### config.mk
export PLATFORM = sky130hd
export DESIGN_NAME = pio_timer
export DESIGN_NICKNAME = d
export VERILOG_FILES = /design/src/rtl/pio_timer_pkg.sv /design/src/rtl/pio_timer.sv /design/src/rtl/hs_port.sv
export SDC_FILE = /design/constraint.sdc
export NUM_CORES = 1
export LEC_CHECK = 0
export BUFFER_PORTS_ARGS = -buffer_cell sky130_fd_sc_hd__buf_2
export CAP_MARGIN = 20
export CORE_ASPECT_RATIO = 1.75
export CORE_MARGIN = 3
export CORE_UTILIZATION = 50
export DETAILED_ROUTE_END_ITERATION = 10
export PLACE_DENSITY = 0.72
export SLEW_MARGIN = 20
export SYNTH_ARGS = -nofsm -noshare
export SYNTH_HDL_FRONTEND = slang
export SYNTH_SLANG_ARGS = --single-unit
### constraint.sdc
create_clock -name core_clk -period 7.9 [get_ports core_clk]
set_clock_uncertainty 0.15 [all_clocks]
set_input_delay 0.79 -clock core_clk [delete_from_list [all_inputs] [get_ports core_clk]]
set_output_delay 0.79 -clock core_clk [all_outputs]
set_load 0.02 [all_outputs]
### src/rtl/pio_timer_pkg.sv
/*
  constants for the parallel port and interval timer block: register map,
  field positions, port modes, timer functions.
  assumes a 32-bit axi4-lite master and a 50 mhz core clock.
*/
package pio_timer_pkg;
  localparam int ADDR_W = 8;
  localparam logic [7:0] OFF_CTRL   = 8'h00;
  localparam logic [7:0] OFF_P1     = 8'h04;
  localparam logic [7:0] OFF_P2     = 8'h08;
  localparam logic [7:0] OFF_P3     = 8'h0c;
  localparam logic [7:0] OFF_P4     = 8'h10;
  localparam logic [7:0] OFF_TLEN   = 8'h14;
  localparam logic [7:0] OFF_TCNT   = 8'h18;
  localparam logic [7:0] OFF_STAT   = 8'h1c;
  localparam logic [7:0] OFF_MASK   = 8'h20;
  localparam int P_W  = 8;
  localparam int S_W  = 3;
  localparam int T_W  = 14;
  localparam int EV_W = 4;
  // ctrl field layout
  localparam int CF_P1_LO  = 0;
  localparam int CF_P2_LO  = 2;
  localparam int CF_P3_LO  = 4;
  localparam int CF_P4_LO  = 6;
  localparam int CF_TF_LO  = 8;
  localparam int CF_START  = 10;
  localparam int CF_STOP   = 11;
  localparam int CTRL_W    = 12;
  // event bits
  localparam int EV_TC  = 0;
  localparam int EV_P1  = 1;
  localparam int EV_P2  = 2;
  localparam int EV_P12 = 3;
  // port 1/2 modes
  localparam logic [1:0] PM_IN     = 2'h0;
  localparam logic [1:0] PM_IN_STB = 2'h1;
  localparam logic [1:0] PM_OUT    = 2'h2;
  localparam logic [1:0] PM_OUT_STB= 2'h3;
  // port 3/4 modes (control when partner strobed)
  localparam logic [1:0] SM_IN  = 2'h0;
  localparam logic [1:0] SM_OUT = 2'h2;
  // timer functions
  localparam logic [1:0] TF_PULSE  = 2'h0;
  localparam logic [1:0] TF_SQUARE = 2'h1;
  localparam logic [1:0] TF_RATE   = 2'h2;
  localparam logic [1:0] TF_STROBE = 2'h3;
  localparam logic [1:0] RESP_OKAY   = 2'h0;
  localparam logic [1:0] RESP_SLVERR = 2'h2;
  // control line positions on port 3/4: 0 = intr, 1 = buffer full, 2 = strobe in
  localparam int H_INTR = 0;
  localparam int H_BF   = 1;
  localparam int H_STB  = 2;
endpackage

### src/rtl/pio_timer.sv
/*
  parallel port and interval timer with axi4-lite register access.
  assumes the peripheral pins are asynchronous and the timer reference
  arrives as a slow level on a pin; single core clock.
*/
module pio_timer
(
  input  wire logic        core_clk,   // 50 mhz clock
  input  wire logic        rstn,       // async reset, low
  input  wire logic [7:0]  s_awaddr,   // write address
  input  wire logic        s_awvalid,  // write address valid
  output logic             s_awready,  // write address ready
  input  wire logic [31:0] s_wdata,    // write data
  input  wire logic [3:0]  s_wstrb,    // byte strobes
  input  wire logic        s_wvalid,   // write data valid
  output logic             s_wready,   // write data ready
  output logic [1:0]       s_bresp,    // write response
  output logic             s_bvalid,   // write response valid
  input  wire logic        s_bready,   // write response ready
  input  wire logic [7:0]  s_araddr,   // read address
  input  wire logic        s_arvalid,  // read address valid
  output logic             s_arready,  // read address ready
  output logic [31:0]      s_rdata,    // read data
  output logic [1:0]       s_rresp,    // read response
  output logic             s_rvalid,   // read data valid
  input  wire logic        s_rready,   // read data ready
  input  wire logic [7:0]  p1_in,      // port 1 pins in
  output logic      [7:0]  p1_out,     // port 1 pins out
  output logic      [7:0]  p1_oe,      // port 1 drive enables
  input  wire logic [7:0]  p2_in,      // port 2 pins in
  output logic      [7:0]  p2_out,     // port 2 pins out
  output logic      [7:0]  p2_oe,      // port 2 drive enables
  input  wire logic [2:0]  p3_in,      // port 3 pins in
  output logic      [2:0]  p3_out,     // port 3 pins out
  output logic      [2:0]  p3_oe,      // port 3 drive enables
  input  wire logic [2:0]  p4_in,      // port 4 pins in
  output logic      [2:0]  p4_out,     // port 4 pins out
  output logic      [2:0]  p4_oe,      // port 4 drive enables
  input  wire logic        tmr_ref,    // timer reference clock pin
  output logic             tmr_out,    // timer output
  output logic             irq         // level interrupt
);
  // pin synchronisers
  logic [21:0] sy1, sy2;
  logic        ref1, ref2, ref_d;
  always_ff @(posedge core_clk or negedge rstn)
    if (!rstn)
    begin
      sy1   <= '1;
      sy2   <= '1;
      ref1  <= 1'b0;
      ref2  <= 1'b0;
      ref_d <= 1'b0;
    end
    else
    begin
      sy1   <= {p4_in, p3_in, p2_in, p1_in};
      sy2   <= sy1;
      ref1  <= tmr_ref;
      ref2  <= ref1;
      ref_d <= ref2;
    end
  wire [7:0] s1 = sy2[7:0];
  wire [7:0] s2 = sy2[15:8];
  wire [2:0] s3 = sy2[18:16];
  wire [2:0] s4 = sy2[21:19];
  wire tick = ref2 & ~ref_d;

  // registers
  logic [pio_timer_pkg::CTRL_W-1:0] ctrl;
  logic [7:0]  p3_latch, p4_latch;
  logic [13:0] tlen;
  logic [3:0]  stat, mask;

  wire [1:0] m1 = ctrl[pio_timer_pkg::CF_P1_LO +: 2];
  wire [1:0] m2 = ctrl[pio_timer_pkg::CF_P2_LO +: 2];
  wire [1:0] m3 = ctrl[pio_timer_pkg::CF_P3_LO +: 2];
  wire [1:0] m4 = ctrl[pio_timer_pkg::CF_P4_LO +: 2];
  wire [1:0] tfn = ctrl[pio_timer_pkg::CF_TF_LO +: 2];
  wire ctl3 = m1 == pio_timer_pkg::PM_IN_STB || m1 == pio_timer_pkg::PM_OUT_STB;
  wire ctl4 = m2 == pio_timer_pkg::PM_IN_STB || m2 == pio_timer_pkg::PM_OUT_STB;

  // axi write channel: both halves held until taken together
  logic       aw_ok, w_ok;
  logic [7:0] aw_a;
  logic [31:0] w_d;
  logic [3:0] w_s;
  wire do_wr = aw_ok & w_ok & ~s_bvalid;
  wire wen   = do_wr & w_s[0];
  wire wr_ctrl = wen && aw_a == pio_timer_pkg::OFF_CTRL;
  wire wr_p1   = wen && aw_a == pio_timer_pkg::OFF_P1;
  wire wr_p2   = wen && aw_a == pio_timer_pkg::OFF_P2;
  wire wr_p3   = wen && aw_a == pio_timer_pkg::OFF_P3;
  wire wr_p4   = wen && aw_a == pio_timer_pkg::OFF_P4;
  wire wr_tlen = do_wr && aw_a == pio_timer_pkg::OFF_TLEN;
  wire wr_stat = wen && aw_a == pio_timer_pkg::OFF_STAT;
  wire wr_mask = wen && aw_a == pio_timer_pkg::OFF_MASK;
  wire wr_hit  = aw_a inside {pio_timer_pkg::OFF_CTRL, pio_timer_pkg::OFF_P1, pio_timer_pkg::OFF_P2,
                 pio_timer_pkg::OFF_P3, pio_timer_pkg::OFF_P4, pio_timer_pkg::OFF_TLEN,
                 pio_timer_pkg::OFF_TCNT, pio_timer_pkg::OFF_STAT, pio_timer_pkg::OFF_MASK};
  wire start   = wr_ctrl & w_d[pio_timer_pkg::CF_START];
  wire stop    = wr_ctrl & w_d[pio_timer_pkg::CF_STOP];

  // read channel
  logic [7:0] ar_a;
  logic       ar_ok;
  wire do_rd = ar_ok & ~s_rvalid;
  wire rd_p1 = do_rd && ar_a == pio_timer_pkg::OFF_P1;
  wire rd_p2 = do_rd && ar_a == pio_timer_pkg::OFF_P2;

  // ports 1 and 2
  wire [7:0] o1, o2, i1, i2;
  wire bf1, bf2, it1, it2, ev1, ev2;
  hs_port u_p1 (.core_clk(core_clk), .rstn(rstn), .mode(m1), .pin_in(s1), .stb_in(s3[pio_timer_pkg::H_STB]),
    .wr(wr_p1), .rd(rd_p1), .wdata(w_d[7:0]), .out_latch(o1), .in_latch(i1), .buf_full(bf1),
    .intr(it1), .ev(ev1));
  hs_port u_p2 (.core_clk(core_clk), .rstn(rstn), .mode(m2), .pin_in(s2), .stb_in(s4[pio_timer_pkg::H_STB]),
    .wr(wr_p2), .rd(rd_p2), .wdata(w_d[7:0]), .out_latch(o2), .in_latch(i2), .buf_full(bf2),
    .intr(it2), .ev(ev2));

  wire out1 = m1 == pio_timer_pkg::PM_OUT || m1 == pio_timer_pkg::PM_OUT_STB;
  wire out2 = m2 == pio_timer_pkg::PM_OUT || m2 == pio_timer_pkg::PM_OUT_STB;
  wire out3 = m3 == pio_timer_pkg::SM_OUT;
  wire out4 = m4 == pio_timer_pkg::SM_OUT;
  // control port: intr and buffer full driven, strobe line received
  wire [2:0] hs3 = {1'b0, bf1, it1};
  wire [2:0] hs4 = {1'b0, bf2, it2};
  wire [2:0] ctl_oe = 3'h3;

  // timer
  logic [13:0] tcnt;
  logic        trun, tlo;
  wire [13:0] half = {1'b0, tlen[13:1]};
  wire        tc   = trun & tick & (tcnt <= 14'h0001);
  wire [13:0] tdec = tcnt - 14'h0001;
  wire        mid  = tdec <= half;

  always_ff @(posedge core_clk or negedge rstn)
    if (!rstn)
    begin
      tcnt <= 14'h0000;
      trun <= 1'b0;
      tlo  <= 1'b0;
    end
    else if (start)
    begin
      tcnt <= tlen;
      trun <= 1'b1;
      tlo  <= 1'b0;
    end
    else if (stop)
      trun <= 1'b0;
    else if (trun && tick)
    begin
      if (tc)
      begin
        tcnt <= tlen;
        case (tfn)
          pio_timer_pkg::TF_PULSE:
          begin
            trun <= 1'b0;
            tlo  <= 1'b0;
          end
          pio_timer_pkg::TF_SQUARE: tlo <= 1'b0;
          pio_timer_pkg::TF_RATE:   tlo <= 1'b1;
          pio_timer_pkg::TF_STROBE:
          begin
            trun <= 1'b0;
            tlo  <= 1'b1;
          end
          default:                  tlo <= 1'b0;
        endcase
      end
      else
      begin
        tcnt <= tdec;
        case (tfn)
          pio_timer_pkg::TF_PULSE:  tlo <= mid;
          pio_timer_pkg::TF_SQUARE: tlo <= mid;
          default:                  tlo <= 1'b0;
        endcase
      end
    end
    else if (tick)
      tlo <= 1'b0; // strobe low lasts one reference period

  // axi slave and register file
  wire [31:0] rmux =
    ar_a == pio_timer_pkg::OFF_CTRL ? {20'h0, ctrl} :
    ar_a == pio_timer_pkg::OFF_P1   ? {24'h0, out1 ? o1 : i1} :
    ar_a == pio_timer_pkg::OFF_P2   ? {24'h0, out2 ? o2 : i2} :
    ar_a == pio_timer_pkg::OFF_P3   ? {29'h0, ctl3 ? {s3[2], bf1, it1} : out3 ? p3_latch[2:0] : s3} :
    ar_a == pio_timer_pkg::OFF_P4   ? {29'h0, ctl4 ? {s4[2], bf2, it2} : out4 ? p4_latch[2:0] : s4} :
    ar_a == pio_timer_pkg::OFF_TLEN ? {18'h0, tlen} :
    ar_a == pio_timer_pkg::OFF_TCNT ? {17'h0, trun, tcnt} :
    ar_a == pio_timer_pkg::OFF_STAT ? {28'h0, stat} :
    ar_a == pio_timer_pkg::OFF_MASK ? {28'h0, mask} : 32'h0000_0000;
  wire rd_hit = ar_a inside {pio_timer_pkg::OFF_CTRL, pio_timer_pkg::OFF_P1, pio_timer_pkg::OFF_P2,
                pio_timer_pkg::OFF_P3, pio_timer_pkg::OFF_P4, pio_timer_pkg::OFF_TLEN,
                pio_timer_pkg::OFF_TCNT, pio_timer_pkg::OFF_STAT, pio_timer_pkg::OFF_MASK};
  wire [3:0] evs = {ev1 & ev2, ev2, ev1, tc};

  always_ff @(posedge core_clk or negedge rstn)
    if (!rstn)
    begin
      aw_ok    <= 1'b0;
      w_ok     <= 1'b0;
      aw_a     <= 8'h00;
      w_d      <= 32'h0000_0000;
      w_s      <= 4'h0;
      s_bvalid <= 1'b0;
      s_bresp  <= pio_timer_pkg::RESP_OKAY;
      ar_ok    <= 1'b0;
      ar_a     <= 8'h00;
      s_rvalid <= 1'b0;
      s_rdata  <= 32'h0000_0000;
      s_rresp  <= pio_timer_pkg::RESP_OKAY;
      ctrl     <= '0;
      p3_latch <= 8'h00;
      p4_latch <= 8'h00;
      tlen     <= 14'h0000;
      stat     <= 4'h0;
      mask     <= 4'h0;
    end
    else
    begin
      if (s_awvalid && s_awready)
      begin
        aw_ok <= 1'b1;
        aw_a  <= s_awaddr;
      end
      if (s_wvalid && s_wready)
      begin
        w_ok <= 1'b1;
        w_d  <= s_wdata;
        w_s  <= s_wstrb;
      end
      if (do_wr)
      begin
        aw_ok    <= 1'b0;
        w_ok     <= 1'b0;
        s_bvalid <= 1'b1;
        s_bresp <= wr_hit ? pio_timer_pkg::RESP_OKAY : pio_timer_pkg::RESP_SLVERR;
      end
      else if (s_bready)
        s_bvalid <= 1'b0;
      if (s_arvalid && s_arready)
      begin
        ar_ok <= 1'b1;
        ar_a  <= s_araddr;
      end
      if (do_rd)
      begin
        ar_ok    <= 1'b0;
        s_rvalid <= 1'b1;
        s_rdata  <= rmux;
        s_rresp <= rd_hit ? pio_timer_pkg::RESP_OKAY : pio_timer_pkg::RESP_SLVERR;
      end
      else if (s_rready)
        s_rvalid <= 1'b0;
      if (wr_ctrl) ctrl <= {2'b00, w_d[9:0]};
      if (wr_p3) p3_latch <= w_d[7:0];
      if (wr_p4) p4_latch <= w_d[7:0];
      if (wr_tlen && w_s[0]) tlen[7:0] <= w_d[7:0];
      if (wr_tlen && w_s[1]) tlen[13:8] <= w_d[13:8];
      if (wr_mask) mask <= w_d[3:0];
      // set wins over write-one-to-clear
      stat <= (stat & ~(wr_stat ? w_d[3:0] : 4'h0)) | evs;
    end

  assign s_awready = ~aw_ok;
  assign s_wready  = ~w_ok;
  assign s_arready = ~ar_ok;

  // pin drivers, all from flops
  always_ff @(posedge core_clk or negedge rstn)
    if (!rstn)
    begin
      p1_out  <= 8'h00;
      p1_oe   <= 8'h00;
      p2_out  <= 8'h00;
      p2_oe   <= 8'h00;
      p3_out  <= 3'h0;
      p3_oe   <= 3'h0;
      p4_out  <= 3'h0;
      p4_oe   <= 3'h0;
      tmr_out <= 1'b1;
      irq     <= 1'b0;
    end
    else
    begin
      p1_out <= o1;
      p1_oe  <= {8{out1}};
      p2_out <= o2;
      p2_oe  <= {8{out2}};
      p3_out <= ctl3 ? hs3 : p3_latch[2:0];
      p3_oe  <= ctl3 ? ctl_oe : {3{out3}};
      p4_out <= ctl4 ? hs4 : p4_latch[2:0];
      p4_oe  <= ctl4 ? ctl_oe : {3{out4}};
      tmr_out <= ~tlo;
      irq <= |(stat & mask);
    end
endmodule

### src/rtl/hs_port.sv
/*
  one 8-bit port with its optional 3-line handshake partner.
  assumes pin inputs already synchronised by the caller.
*/
module hs_port
(
  input  wire logic       core_clk,   // clock
  input  wire logic       rstn,       // async reset, low
  input  wire logic [1:0] mode,       // port mode
  input  wire logic [7:0] pin_in,     // synchronised pins
  input  wire logic       stb_in,     // synchronised strobe, active low
  input  wire logic       wr,         // software wrote the output latch
  input  wire logic       rd,         // software read the input latch
  input  wire logic [7:0] wdata,      // write data
  output logic      [7:0] out_latch,  // output latch
  output logic      [7:0] in_latch,   // input view
  output logic            buf_full,   // handshake buffer full
  output logic            intr,       // handshake request
  output logic            ev          // one-cycle event
);
  logic       stb_d;
  logic [7:0] cap;
  wire stb_rise = stb_in & ~stb_d;
  wire strobed  = mode == pio_timer_pkg::PM_IN_STB || mode == pio_timer_pkg::PM_OUT_STB;
  wire is_in_s  = mode == pio_timer_pkg::PM_IN_STB;
  wire is_out_s = mode == pio_timer_pkg::PM_OUT_STB;

  always_ff @(posedge core_clk or negedge rstn)
    if (!rstn)
    begin
      stb_d     <= 1'b1;
      cap       <= 8'h00;
      out_latch <= 8'h00;
      buf_full  <= 1'b0;
      intr      <= 1'b0;
    end
    else
    begin
      stb_d <= stb_in;
      if (wr)
        out_latch <= wdata;
      if (is_in_s && !stb_in)
        cap <= pin_in;
      // strobe event wins over a same-cycle software access
      if (strobed && stb_rise)
      begin
        buf_full <= is_in_s;
        intr     <= 1'b1;
      end
      else if ((is_in_s && rd) || (is_out_s && wr))
      begin
        buf_full <= is_out_s;
        intr     <= 1'b0;
      end
      else if (!strobed)
      begin
        buf_full <= 1'b0;
        intr     <= 1'b0;
      end
    end

  assign in_latch = is_in_s ? cap : pin_in;
  assign ev       = strobed & stb_rise;
endmodule

==> results of run 1 <==
[metrics by stage]
step / instances / cell area [um^2] / total power [mW] / util
floorplan: 873 / 9976 / 2.607 / -
global placement: 1176 / 10560 / 2.985 / 0.5479
detailed placement: 1176 / 10560 / 3.017 / 0.5479
CTS: 1214 / 11320 / 4.110 / 0.5871
global route: 1215 / 11320 / 4.343 / 0.5873
finish: 1215 / 11320 / 4.089 / 0.5873
[worst reg2reg max path, cell delays in order, from the launching register on]
cell,delay (ps)
dfrtp_1,480
nor4_2,510
nand2_1,230
or4_1,460
xnor2_1,160
ha_1,300
nand2_1,90
o41ai_1,530
o211ai_1,160
nor3_1,220
a211o_1,150
[final cells by class]
cell class	count	area, um^2
clock buffers	31	688.2
clock inverters	7	67.56
fillers	1666	7956
inverters	36	135.1
multi-input cells	539	3772
flip-flops and latches	223	5639
well taps	241	301.5
repair buffers	138	720.7
[metal layers]
| layer | vias up | track usage |
|---|---|---|
| met1 | 3332 | 0.2482 |
| met4 | 0 | 0.1148 |
| met3 | 68 | 0.03468 |
| met5 | - | 0 |
| met2 | 238 | 0.4008 |
| li1 | 3152 | - |
[flip-flops by register name, summed over array words and instances, names as in the netlist, 2 cells and up]
signal          count
p3_oe               2
aw_a                8
s_rdata            15
u_p2.out_latch      8
p4_oe               2
tcnt               14
p4_latch            3
p1_out              8
p4_out              3
w_d                14
p3_out              3
w_s                 2
u_p1.cap            8
tlen               14
sy1                22
u_p2.cap            8
mask                4
ar_a                8
u_p1.out_latch      8
sy2                22
p3_latch            3
p2_out              8
stat                4
ctrl               10
[synth_stat cells (all sizes together) (10+ instances only)]
cell type and n:
ha 19, mux2i 25, nor3 16, nor2b 15, nand2 83, a31oi 10
buf 46, mux2 87, dfstp 47, inv 36, clkbuf 29, dfrtp 176
a21oi 29, nor2 44, o21ai 61
[logic make-up (layout without fill, tap and decap cells)]
logic type / after synthesis / after routing / share of synthesized area
flops: 223 / 223 / 0.5691
simple gates: 207 / 207 / 0.1039
fa+ha+maj: 19 / 19 / 0.02399
other cells: 1 / 19 / 0.0003785
compound gates: 171 / 171 / 0.1113
mux: 112 / 112 / 0.1241
xor+xnor: 11 / 11 / 0.009723
buf+inv: 111 / 212 / 0.05746
[how the worst max path moves through the flow]
stage,end,cells after the start
after CTS,tlo,10
after detailed placement,tlo,10
after global placement,tlo,10
after floorplan,tlo,12
final,tlo,10
after global routing,tlo,10
[power by group through the flow]
stage / combinational (mW) / sequential, mW / clock [mW]
after floorplan: 0.994 / 1.61 / 0
after global placement: 1.28 / 1.71 / 0
after detailed placement: 1.30 / 1.72 / 0
after CTS: 1.31 / 1.71 / 1.09
after global routing: 1.45 / 1.75 / 1.15
final: 1.30 / 1.71 / 1.08
==> metrics, run 1 <==
top layer in use=met4; Starting Density=0.5139; antenna viol nets, final=0; CP cell instances=nor4_2 -> nand2_1 -> or4_1 -> xnor2_1 -> ha_1 -> nand2_1 -> o41ai_1 -> o211ai_1 -> nor3_1 -> a211o_1; layout cells sized above 1=0.3326; kind of cell adding the most delay to the critical path=simple AND/OR/NAND/NOR gates; clk buf depth=3; Resized Gates After CTS=0; total core area=between 15000 and 20000 um^2; worst-path maximum fanout=8; Clock transition at path regs=roughly 70 ps; final setup vio count=0; die height=a little under 200 um; Hold Crit Class=input pin to asynchronous set/reset pin; ys async rst share=1.000; Syn Area/Cell=between 10 and 15 um^2; Iter 0 DRT Violations=just under 500; GR Overflow Total=0; Slew Limit Fails=0; # rows=67; static leakage=around 5.4 nW; top cell type's share of synthesized area=0.4445; Synth Register Bits=approximately 220; R2R setup slack=approximately 4400 ps; Final #Nets=roughly 1100; setup TNS=0 ps; drt drc=0; most frequent CP cell=nand2_1; Post-Syn Area=between 9000 and 10000 um^2; ranking of synthesized cells by area=dfrtp_1 44%, dfstp_2 12%, mux2_2 9.9%; n_diodes=0; R2R Path End=tlo; Final WS setup=around 4400 ps; routed wire length per instance=19.61 um; Comb pwr share=0.319; All-Layer GR Usage=0.2210; Final HPWL DP=17010 um; drt first pass iters=5; critical path class=register to register; power per cell area=~360 nW/um^2; Crit. End Element=register; Setup crit start=tcnt[2]; status=completed; Seq/Total Area, Yosys=0.5691; Die Width=roughly 110 um; vias in the first global route=roughly 7000; minimum clock period=between 3000 and 4000 ps; DR vias=6790; NetSw=between 1 and 1.5 mW; critical path data required time=8200 ps; gpl congestion=slightly above 0.9; Gate Count Post-Synth=855; first-pass GRT wire length=37380 um; met2 WL=between 10000 and 15000 um; pin count of the biggest net entering global routing=between 80 and 90; DR WL met3=around 1300 um; Period Utilization, post-route=0.4435; CTS tree=done; yosys warns=0; Synth area leader=dfrtp_1; die area=about 22000 um^2; Crit Reg-Reg Startpoint=tcnt[2]; Clk Latency, worst-skew pair=a little over 500 ps; antenna violations before repair=0; fmax=between 200 and 300 MHz; clock power share=0.264; commonest non-fill, non-tap cell in the layout=dfrtp_1; H-tree level count=1; Main synth FF type=dfrtp_1; Post-synth EDFFs=0; Setup crit start kind=register; CTS sink count=roughly 220; Max-cap violations=0; hold bufs inserted after CTS=0; Top Ports=between 150 and 200; Sw Ratio=0.3648; Clock Tree Root=clkbuf_16; slowest CP cell=o41ai_1; hold_ws=around 100 ps; post-CTS setup buffers=0; IO buf count=around 130; commonest non-fill, non-tap cells in the layout=176 x dfrtp_1, 129 x buf_2, 87 x mux2_2, 82 x nand2_1, 57 x o21ai_0; Final Hold Viols=0; Worst Tran Pin Value=roughly 1000 ps; drt total wl=~24000 um; Num CTS Buffers=21; Area Growth Syn to Fin=14.29%; sequential share of power=0.418; Worst EP arrival=3800 ps; post-place setup slack=roughly 4500 ps; vias per cell=around 5.6; routed length on met1=8618 um; Worst VDD drop=between 0.2 and 0.25 mV; RSZ-0062 raised after global routing=false; Internal=2.597 mW; Distinct cells, synth=70; WP buf/inv=0; slowest stage delay, CP=approximately 530 ps; max_slew headroom=0.3348; cell depth of the worst flop-to-flop path=10
(Power assumes the default switching activity.)
==> run 2, diff against run 1 <==
- PLACE_DENSITY: 0.72 -> 0.75
- clock period: 7.9 -> 3 ns (I/O delays scaled with it)
==> metrics, run 2 (synthesis results as in run 1) <==
status=completed; CTS tree=done; met2 WL=between 10000 and 15000 um; total core area=19280 um^2; Clk Latency, worst-skew pair=approximately 500 ps; die height=around 190 um; n_diodes=0; Worst Tran Pin Value=between 800 and 900 ps; Period Utilization, post-route=0.9724; pin count of the biggest net entering global routing=about 110; CTS sink count=approximately 220; Num CTS Buffers=20; total power=11.20 mW; power per cell area=916.6 nW/um^2; die area=21610 um^2; DR WL met3=around 1100 um; Clock Tree Root=clkbuf_16; drt drc=0; vias in the first global route=roughly 7300; biggest regs=sy1 (22), sy2 (22), s_rdata (15); antenna violations before repair=0; Worst VDD drop=0.6511 mV; # rows=67; layout cells sized above 1=0.3484; Comb pwr share=0.370; max_slew headroom=0.4263; critical path data required time=~3300 ps; commonest non-fill, non-tap cell in the layout=dfrtp_1; first-pass GRT wire length=40370 um; top layer in use=met4; clock power share=0.233; antenna viol nets, final=0; Final HPWL DP=between 15000 and 20000 um; Hold Crit Class=input pin to asynchronous set/reset pin; clk buf depth=3; NetSw=roughly 4.2 mW; Max-cap violations=0; drt total wl=about 27000 um; Worst EP arrival=about 3200 ps; GR Overflow Total=0; Starting Density=0.5139; sequential share of power=0.397; Final #Nets=1149; DR vias=slightly above 7000; drt first pass iters=6; RSZ-0062 raised after global routing=true; H-tree level count=1; Setup crit start kind=register; All-Layer GR Usage=0.2415; Internal=between 7 and 8 mW; critical path class=register to register; routed length on met1=roughly 9300 um; IO buf count=between 100 and 150; final setup vio count=0; commonest non-fill, non-tap cells in the layout=174 x dfrtp_1, 128 x buf_2, 87 x mux2_2, 79 x nand2_1, 60 x dlygate4sd3_1; gpl congestion=just over 0.9; Die Width=112.4 um; static leakage=about 5.8 nW; Top Ports=around 170; final core occ=0.6339; minimum clock period=a little under 3000 ps; Sw Ratio=0.3705; Final Hold Viols=0; Area Growth Syn to Fin=23.35%; worst-path maximum fanout=5; Iter 0 DRT Violations=roughly 540; Slew Limit Fails=0; routed wire length per instance=approximately 20 um; Clock transition at path regs=approximately 70 ps; Crit. End Element=register; fmax=342.8 MHz; vias per cell=5.512
[run 2: final cells by class]
cell class,count,area [um^2]
fill,1537,7059
sequential,223,5642
multi-input combinational,539,3861
timing repair buffer,228,1587
clock buffer,31,665.6
tap,241,301.5
inverter,36,135.1
clock inverter,5,30.03
[run 2: metal layers]
metal	GRT usage	vias up
li1	-	3326
met5	0	-
met4	0.1055	0
met1	0.2598	3553
met2	0.4715	242
met3	0.02301	61
[run 2: what timing repair did]
action / 4_1_cts / 5_1_grt
hold buffers: 60 / 0
setup endpoints to repair: 0 / 1
resized for setup: 0 / 21
setup buffers: 0 / 4
endpoints found under the hold margin: 246 / 0
[run 2: worst paths after layout]
kind / cells after the start / end / from / slack [ps]
setup / recovery: 11 / tlo / tcnt[4] / 80
hold / removal: 2 / ar_a[0] / rstn / 100
setup reg to reg: 11 / tlo / tcnt[4] / 80
hold reg to reg: 0 / sy2[1] / sy1[1] / 200
max in group asynchronous: 3 / w_s[1] / rstn / 1770
min in group core_clk: 0 / sy2[1] / sy1[1] / 200
[run 2: through the flow]
stage          hold slack (ps)  TNS, ps  instances  area (um^2)  worst slack [ps]
3_5_place_dp             7.665        0       1203        10800             74.80
5_1_grt                  106.9   -16.21       1303        12220            -16.21
4_1_cts                  97.65        0       1299        12100             42.56
2_1_floorplan           -145.6        0        873         9976             26.92
3_3_place_gp             6.235        0       1203        10800             86.14
6_report                 98.02        0       1303        12220             82.89
[run 2: critical path, cell delays in order, from the launching register on]
cell,delay [ps]
dfrtp_2,440
nor4_4,330
nand2_1,120
or4_4,440
xnor2_2,150
ha_1,330
a21oi_2,150
o21ai_2,60
a21o_1,180
a221o_1,290
nand3_1,90
a211o_1,120
[run 2: power groups by stage]
stage,registers [mW],clock network (mW),logic (mW)
after global placement,4.44,0,3.71
after detailed placement,4.46,0,3.74
final,4.45,2.61,4.15
after CTS,4.41,2.66,3.83
after floorplan,4.25,0,2.62
after global routing,4.52,2.79,4.53
==> run 3, diff against run 2 <==
- CAP_MARGIN: 20 -> unset
- CTS_BUF_LIST: unset -> sky130_fd_sc_hd__clkbuf_8
==> metrics, run 3 (synthesis results as in run 1) <==
Clk Latency, worst-skew pair=560 ps; clk buf depth=3; Period Utilization, post-route=0.9679; Crit Reg-Reg Startpoint=tcnt[4]; CTS tree=done; pin count of the biggest net entering global routing=between 100 and 150; R2R Path End=tlo; Setup crit start=tcnt[4]; Final HPWL DP=18780 um; GR Overflow Total=0; H-tree level count=1; Final Hold Viols=0; IO buf count=between 100 and 150; Clock transition at path regs=~70 ps; Hold Crit Class=input pin to register; Top Ports=between 150 and 200; Area Growth Syn to Fin=23.20%; commonest non-fill, non-tap cells in the layout=174 x dfrtp_1, 128 x buf_2, 87 x mux2_2, 79 x nand2_1, 62 x dlygate4sd3_1; Multi-input gate area=slightly below 4000 um^2; Worst EP arrival=approximately 3300 ps; layout cells sized above 1=0.3552; vias in the first global route=between 7000 and 8000; static leakage=around 5.8 nW; Crit. End Element=register; Fillers=roughly 1600; # rows=67; Num CTS Buffers=30; Worst Tran Pin Value=about 830 ps; biggest regs=sy1 (22), sy2 (22), s_rdata (15); Starting Density=0.5139; All-Layer GR Usage=0.2435; post-place setup slack=between 70 and 80 ps; drt first pass iters=6; CTS sink count=~220; setup TNS=0 ps; die height=between 150 and 200 um; Min-Delay Endpoint=ar_a[3]; gpl congestion=approximately 0.9; status=completed; worst-path maximum fanout=5; routed wire length per instance=roughly 20 um; Die Width=~110 um; R2R setup slack=between 90 and 100 ps; Final WS setup=slightly below 100 ps; DR vias=a little over 7000; drt total wl=26450 um; vias per cell=about 5.5; first-pass GRT wire length=about 40000 um; cell depth of the worst flop-to-flop path=11; Setup crit start kind=register; max_slew headroom=0.4423; fmax=~340 MHz; power per cell area=between 900 and 1000 nW/um^2; hold path startpoint=s_arvalid; Iter 0 DRT Violations=roughly 490; storage element area=5642 um^2; commonest non-fill, non-tap cell in the layout=dfrtp_1; hold-critical path depth=4; RSZ-0062 raised after global routing=true; n_diodes=0; Max-cap violations=0; antenna violations before repair=0; antenna viol nets, final=0; Worst VDD drop=0.5498 mV; Final #Nets=1161; Slew Limit Fails=0; die area=21610 um^2; total core area=between 15000 and 20000 um^2; minimum clock period=a little under 3000 ps; critical path class=register to register; final setup vio count=0; drt drc=0; Clock Tree Root=clkbuf_8; critical path data required time=about 3400 ps
run 3: worst max-delay path, stage by stage, from the launching register on:
cell and delay, ps:
dfrtp_2 450, nor4_4 310, nand2_1 110, or4_4 440, xnor2_2 150, ha_1 340, a21oi_2 150, o21ai_2 60
a21o_1 180, a221o_1 290, nand3_1 90, a211o_1 110
run 3: metrics by stage:
stage / utilization / total power, mW / area [um^2] / hold slack, ps / std cells
floorplan: - / 6.866 / 9976 / -145.6 / 873
global placement: 0.5601 / 8.142 / 10800 / 6.235 / 1203
detailed placement: 0.5601 / 8.207 / 10800 / 7.665 / 1203
CTS: 0.6265 / 10.74 / 12080 / 128.5 / 1321
global route: 0.6331 / 11.69 / 12210 / 179.8 / 1325
finish: 0.6331 / 11.01 / 12210 / 164.5 / 1325
run 3: cell type report:
type | count | area share
clock buffers | 38 | 0.04285
clock inverters | 18 | 0.01128
inverters | 36 | 0.01107
multi-input cells | 539 | 0.3163
flip-flops and latches | 223 | 0.4622
well taps | 241 | 0.02470
repair buffers | 230 | 0.1316
run 3: how the worst max path moves through the flow:
stage | slack [ps] | depth (start not counted) | end
finish | 100 | 11 | tlo
floorplan | 30 | 12 | tlo
global route | -40 | 11 | tlo
detailed placement | 70 | 12 | tlo
CTS | 40 | 12 | tlo
global placement | 90 | 10 | tlo
run 3: power breakdown:
part	internal, mW	total [mW]	switching, mW
logic	1.84	4.13	2.29
clock network	1.32	2.44	1.12
registers	3.68	4.44	0.759
run 3: routing by layer:
layer  routed length [um]  part of all wire  global-route usage
met4                 1525             0.058              0.1277
met3                  925             0.035             0.02680
met2                14800              0.56              0.4674
met1                 9193              0.35              0.2571
met5                    0                 0                   0
run 3: repair_timing:
item | CTS | global route
endpoints found under the hold margin | 246 | 0
hold buffers | 62 | 0
buffers inserted | 0 | 4
setup endpoints to repair | 0 | 1
resized for setup | 0 | 21
